$ cat src/rtl/cfec_pkg.sv
/*
 * cfec_pkg: shared constants and types of the coupled machine environment
 * configuration bank: register offsets, field layouts, reset values.
 * Assumes a byte-wide register port with 8-bit offsets.
 */
package cfec_pkg;

	localparam int unsigned MACHINES = 6;
	localparam int unsigned PAIRS    = 3;

	// register offsets
	localparam logic [7:0] OFF_PAIR01 = 8'h15;
	localparam logic [7:0] OFF_PAIR23 = 8'h16;
	localparam logic [7:0] OFF_PAIR45 = 8'h17;
	localparam logic [7:0] OFF_SWEV   = 8'h18;
	localparam logic [7:0] OFF_UNLOCK = 8'h19;

	// reset values
	localparam logic [7:0] RST_PAIR   = 8'h00;
	localparam logic [5:0] RST_SWEV   = 6'h00;
	localparam logic [2:0] RST_UNLOCK = 3'h0;
	localparam logic [7:0] RD_IDLE    = 8'h00;

	// field positions
	localparam int unsigned POS_EVEN_NIB   = 0;
	localparam int unsigned POS_ODD_NIB    = 4;
	localparam int unsigned POS_DRIVE      = 0;
	localparam int unsigned POS_CFG_LO     = 1;
	localparam int unsigned POS_SWEV_LO    = 0;
	localparam int unsigned POS_UL_EN_LO   = 0;
	localparam int unsigned POS_UL_CMD_LO  = 3;
	localparam int unsigned POS_RESVD_LO   = 6;
	localparam logic [1:0]  RESVD_VALUE    = 2'h0;

	// one machine's nibble: legacy four-bit global setting, split in two
	typedef struct packed {
		logic [2:0] couplingCfg;
		logic       mergedDrive;
	} cfec_machine_cfg_t;

	// register port request
	typedef struct packed {
		logic [7:0] addr;
		logic [7:0] wdata;
		logic       wr;
		logic       rd;
	} cfec_bus_req_t;

endpackage

$ cat src/rtl/cfec_pair_reg.sv
/*
 * cfec_pair_reg: one pair configuration register, even machine in the low
 * nibble, odd machine in the high nibble.
 * Assumes the parent decodes the offset and drives a one-cycle write enable.
 */
`timescale 1ns/1ps

module cfec_pair_reg
	import cfec_pkg::*;
(
	// clock and reset
	input  wire logic              core_clk,
	input  wire logic              rst,
	// write side
	input  wire logic              wrEn,
	input  wire logic [7:0]        wdata,
	// configuration out
	output cfec_machine_cfg_t      evenCfg,
	output cfec_machine_cfg_t      oddCfg,
	output logic [7:0]             value
);

	logic [7:0] pair_q;

	always_ff @(posedge core_clk or posedge rst)
	begin
		if (rst)
			pair_q <= RST_PAIR;
		else if (wrEn)
			pair_q <= wdata;
	end

	// the struct layout puts the drive bit at bit 0 of each nibble
	assign evenCfg = cfec_machine_cfg_t'(pair_q[POS_EVEN_NIB +: 4]);
	assign oddCfg  = cfec_machine_cfg_t'(pair_q[POS_ODD_NIB +: 4]);
	assign value   = pair_q;
endmodule // cfec_pair_reg

$ cat src/rtl/cfec_env_config.sv
/*
 * cfec_env_config: environment configuration bank for six event-driven
 * machines in three pairs: coupling config and merged drive per machine,
 * software events, per-pair unlock enable and command.
 * Assumes a register port with one-cycle strobes, never both at once, and
 * read data expected exactly one cycle after the read strobe.
 */
// Added by the designer: strobed register access.
// Behaviour
// - Pair 0/1 register: bit 0 machine 0 drive, bits 3:1 machine 0 config.
// - Pair 0/1 register: bit 4 machine 1 drive, bits 7:5 machine 1 config.
// - Pairs 2/3 and 4/5 same layout; low nibble even, high odd.
// - Old four-bit setting kept as three-bit config plus drive bit.
// - Event register bit n written 1 asserts event n, written 0 clears.
// - Unlock bits 0..2 enable unlock for pairs 0/1, 2/3, 4/5.
// - Unlock bits 3..5 assert unlock command for pairs 0/1, 2/3, 4/5.
`timescale 1ns/1ps

module cfec_env_config
	import cfec_pkg::*;
(
	// clock and reset
	input  wire logic                    core_clk,
	input  wire logic                    rst,
	// register port
	input  wire cfec_bus_req_t           busReq,
	output logic [7:0]                   busRdata,
	// per-machine configuration
	output cfec_machine_cfg_t [5:0]      machineCfg,
	output logic [5:0]                   softEvent,
	// per-pair unlock
	output logic [2:0]                   unlockEnable,
	output logic [2:0]                   unlockCommand
);

	////////////////////////////////////////////////////////////////////////
	// decode helpers

	function automatic logic writeHit(input cfec_bus_req_t req, input logic [7:0] off);
		writeHit = req.wr && (req.addr == off);
	endfunction

	function automatic logic readHit(input cfec_bus_req_t req, input logic [7:0] off);
		readHit = req.rd && (req.addr == off);
	endfunction

	// offsets outside the bank read as zero and ignore writes
	function automatic logic inBank(input logic [7:0] off);
		inBank = (off >= OFF_PAIR01) && (off <= OFF_UNLOCK);
	endfunction

	////////////////////////////////////////////////////////////////////////
	// pair configuration registers

	logic [7:0] pair01Value;
	logic [7:0] pair23Value;
	logic [7:0] pair45Value;

	cfec_pair_reg u_pair01
	(
		.core_clk (core_clk),
		.rst      (rst),
		.wrEn     (writeHit(busReq, OFF_PAIR01)),
		.wdata    (busReq.wdata),
		.evenCfg  (machineCfg[0]),
		.oddCfg   (machineCfg[1]),
		.value    (pair01Value)
	);

	cfec_pair_reg u_pair23
	(
		.core_clk (core_clk),
		.rst      (rst),
		.wrEn     (writeHit(busReq, OFF_PAIR23)),
		.wdata    (busReq.wdata),
		.evenCfg  (machineCfg[2]),
		.oddCfg   (machineCfg[3]),
		.value    (pair23Value)
	);

	cfec_pair_reg u_pair45
	(
		.core_clk (core_clk),
		.rst      (rst),
		.wrEn     (writeHit(busReq, OFF_PAIR45)),
		.wdata    (busReq.wdata),
		.evenCfg  (machineCfg[4]),
		.oddCfg   (machineCfg[5]),
		.value    (pair45Value)
	);

	////////////////////////////////////////////////////////////////////////
	// software events

	logic [5:0] softEvent_q;

	// level, not pulse: the machine sees the event until software drops it
	always_ff @(posedge core_clk or posedge rst)
	begin
		if (rst)
			softEvent_q <= RST_SWEV;
		else if (writeHit(busReq, OFF_SWEV))
			softEvent_q <= busReq.wdata[POS_SWEV_LO +: MACHINES];
	end

	assign softEvent = softEvent_q;

	////////////////////////////////////////////////////////////////////////
	// unlock enable and command

	logic [2:0] unlockEnable_q;
	logic [2:0] unlockCommand_q;

	// passed through unfiltered; coupling mode gating is software's job
	always_ff @(posedge core_clk or posedge rst)
	begin
		if (rst)
			unlockEnable_q <= RST_UNLOCK;
		else if (writeHit(busReq, OFF_UNLOCK))
			unlockEnable_q <= busReq.wdata[POS_UL_EN_LO +: PAIRS];
	end

	always_ff @(posedge core_clk or posedge rst)
	begin
		if (rst)
			unlockCommand_q <= RST_UNLOCK;
		else if (writeHit(busReq, OFF_UNLOCK))
			unlockCommand_q <= busReq.wdata[POS_UL_CMD_LO +: PAIRS];
	end

	// commands stay asserted until software writes them low; no self-clear
	assign unlockEnable  = unlockEnable_q;
	assign unlockCommand = unlockCommand_q;

	////////////////////////////////////////////////////////////////////////
	// read path

	logic [7:0] busRdata_q;
	logic [7:0] busRdata_d;

	// absent machines need no masking: software keeps their fields zero
	always_comb
	begin
		busRdata_d = RD_IDLE;
		if (readHit(busReq, OFF_PAIR01))
			busRdata_d = pair01Value;
		else if (readHit(busReq, OFF_PAIR23))
			busRdata_d = pair23Value;
		else if (readHit(busReq, OFF_PAIR45))
			busRdata_d = pair45Value;
		else if (readHit(busReq, OFF_SWEV))
			busRdata_d = {RESVD_VALUE, softEvent_q};
		else if (readHit(busReq, OFF_UNLOCK))
			busRdata_d = {RESVD_VALUE, unlockCommand_q, unlockEnable_q};
	end

	// zero outside the answer cycle, so a stale value is never mistaken
	always_ff @(posedge core_clk or posedge rst)
	begin
		if (rst)
			busRdata_q <= RD_IDLE;
		else
			busRdata_q <= busRdata_d;
	end

	assign busRdata = busRdata_q;
endmodule // cfec_env_config

$ cat config.mk
export PLATFORM = sky130hd
export DESIGN_NAME = cfec_env_config
export DESIGN_NICKNAME = d
export VERILOG_FILES = /design/src/rtl/cfec_pkg.sv /design/src/rtl/cfec_pair_reg.sv /design/src/rtl/cfec_env_config.sv
export SDC_FILE = /design/constraint.sdc
export NUM_CORES = 1
export LEC_CHECK = 0
export BUFFER_PORTS_ARGS = -buffer_cell sky130_fd_sc_hd__buf_2
export CORE_ASPECT_RATIO = 1.25
export CORE_MARGIN = 3
export CORE_UTILIZATION = 56
export DETAILED_ROUTE_END_ITERATION = 6
export PLACE_DENSITY_LB_ADDON = 0.2
export SETUP_SLACK_MARGIN = 0.1
export SLEW_MARGIN = 40
export SYNTH_ARGS = -nofsm -noshare
export SYNTH_HDL_FRONTEND = slang
export SYNTH_HIERARCHICAL = 1
export SYNTH_SLANG_ARGS = --single-unit
$ cat constraint.sdc
create_clock -name core_clk -period 3.1 [get_ports core_clk]
set_clock_uncertainty 0.05 [all_clocks]
set_input_delay 0.155 -clock core_clk [delete_from_list [all_inputs] [get_ports core_clk]]
set_output_delay 0.155 -clock core_clk [all_outputs]
set_load 0.005 [all_outputs]
==> results.tsv <==
metric	value	unit
run_status	finished, final reports clean	
dr.pass1.iters	4	
yosysTopAreaCell	dfrtp_1	
tightest_slew	632	ps
p_leak	0.00143	uW
clockBufferDepth	2	
async_reset_ff_frac	1.00	
grt_pass1_wl	8470	um
num_vias	1589	
num_io_pins	64	
fin_crit	1970	ps
required	3230	ps
insertion_delay	290	ps
chipWidth	64.5	um
min_path_type	in2reg	
fin_cells	291	
switching_share	0.244	
yosysTopAreaCellShare	0.459	
crit_path_end_kind	register	
areaGrowthSynthToFinish	10.3	%
cts_tree	built	
clkTransAtPathRegs	80	ps
diodes	0	
drc	0	
start_util	0.585	
pwr-share-comb	0.112	
critPathKind	in2reg	
postRouteAntennaNets	0	
ys_dominant_reg_cell	dfrtp_1	
syn_area_per_cell	12.4	sq um
cts_sinks	44	
ys_top_cells_by_area	dfrtp_1 46%, mux2_4 19%, buf_4 7.5%, mux2_2 3.8%, nor2_1 3.0%	
ys_seq_area_frac	0.459	
vias_per_cell	5.46	
critPathArrivalTime	2100	ps
peakVddDrop	298	uV
drive_above_1_share	0.511	
clkPwrFrac	0.333	
max_cap_violations	0	
pwr-share-seq	0.555	
cts_inserted_buffers	5	
worstPathMaxFanout	8	
ctsHtreeMaxLevel	2	
min_period_over_period	0.634	
synthesis.instances	194	
grt_usage	0.220	
dpl.hpwl	3890	um
rows	26	
synth_area	0.00240	sq mm
p_switching	271	uW
grt_pass1_vias	1642	
relSlewSlack	0.572	
synth_seq_cells	44	
setup_viol	0	
die_area	0.00511	sq mm
drt_iter0_markers	55	
max_freq	509	MHz
die_h	79.2	um
rsz0062_at_grt	no	
final_nets	254	
placed_cells	282	
cts_root_buf	clkbuf_8	
cp-start-kind	primary input	
p_per_area	420	mW/mm^2
wirelength	5110	um
overflow	0	
antenna_found_initial	0	
hold_viol	0	
place.gp.congestion	0.801	
tns	0	ps
internal-power	839	uW
grt_start_max_net_pins	21	
finalMaxSlewViolations	0	
core	0.00410	sq mm
layout_commonest_cell	buf_2	
final_util	0.645	
postCtsSetupBuffers	0	
yosysWarningCount	6	
synth_nets	214	
ys_types	38	
wire_per_inst	17.6	um
port_buffers	63	
synth_enable_flop_cells	0	
final_cell_mix	63 x buf_2, 44 x dfrtp_1, 30 x mux2_4, 19 x nor2_1, 8 x mux2_2	
## final timing paths
check | depth (start not counted) | from | end | slack (ps)
worst max register to register | 4 | softEvent[0]$_DFFE_PP0P_ | busRdata[0]$_DFF_PP0_ | 1820
worst min register to register | 1 | softEvent[1]$_DFFE_PP0P_ | softEvent[1]$_DFFE_PP0P_ | 490
max in group asynchronous | 3 | rst | softEvent[3]$_DFFE_PP0P_ | 2290
worst min-delay path | 2 | busReq[9] | u_pair23/value[7]$_DFFE_PP0P_ | 70
worst max-delay path | 5 | busReq[15] | u_pair23/value[2]$_DFFE_PP0P_ | 1130
min in group asynchronous | 3 | rst | u_pair23/value[2]$_DFFE_PP0P_ | 340
## stage by stage
step	total power, uW	worst slack [ps]	hold slack (ps)	area, sq um
after global placement	748	847	101	2540
after floorplan	712	1110	-79.3	2400
final	1110	1130	72.5	2650
after CTS	1120	1150	70.8	2650
after global routing	1150	1070	78.7	2650
after detailed placement	751	843	103	2540
## kinds of logic (layout without fill, tap and decap cells)
family	count (synthesis)	after routing	share of synthesized area
AND/OR/NAND/NOR	53	53	0.134
flip-flops	44	44	0.459
multiplexers	38	38	0.225
buffers and inverters	37	78	0.112
AO/OA/AOI/OAI	22	22	0.0699
## state kept, by name (all words and copies together) (netlist names)
signal / flops
busRdata: 8
unlockEnable: 3
unlockCommand: 3
u_pair23/value: 8
u_pair01/value: 8
softEvent: 6
u_pair45/value: 8
## worst max-delay path, stage by stage
cell and delay, ps:
buf_2 100, or4b_4 610, nor4b_4 470, and2_2 410
mux2_4 330
## timing repair
| item | CTS | global route |
|---|---|---|
| endpoints found under the setup margin | 0 | 0 |
| hold buffers | 1 | 0 |
| endpoints found under the hold margin | 24 | 0 |
| gates resized for setup | 0 | 0 |
## routing by layer
layer | share of wire | GRT usage | up-vias
li1 | - | - | 739
met4 | 0.015 | 0.0825 | 0
met1 | 0.45 | 0.301 | 792
met2 | 0.49 | 0.349 | 50
met3 | 0.048 | 0.0396 | 8
met5 | 0 | 0 | -
## power groups by stage
stage / Combinational, uW / Clock, uW / Sequential, uW
3_5_place_dp: 123 / 0 / 627
4_1_cts: 125 / 377 / 616
3_3_place_gp: 121 / 0 / 626
5_1_grt: 137 / 398 / 620
6_report: 124 / 370 / 616
2_1_floorplan: 86.5 / 0 / 626
## layout make-up
type / count / area (sq um)
timing repair buffer: 65 / 333
clock buffer: 7 / 86.3
sequential: 44 / 1100
clock inverter: 1 / 7.51
fill: 362 / 1450
inverter: 5 / 18.8
multi-input combinational: 113 / 1030
tap: 56 / 70.1
## cells in the mapped netlist (all sizes together), types with 3 or more instances
cell type,number
a221oi,3
a21o,4
buf,31
and3,4
nor2,19
nor4b,4
nand3,6
dfrtp,44
mux2,38
nand2,8
inv,5
o21ai,5
Note: power is estimated with default switching activity, not from simulation.
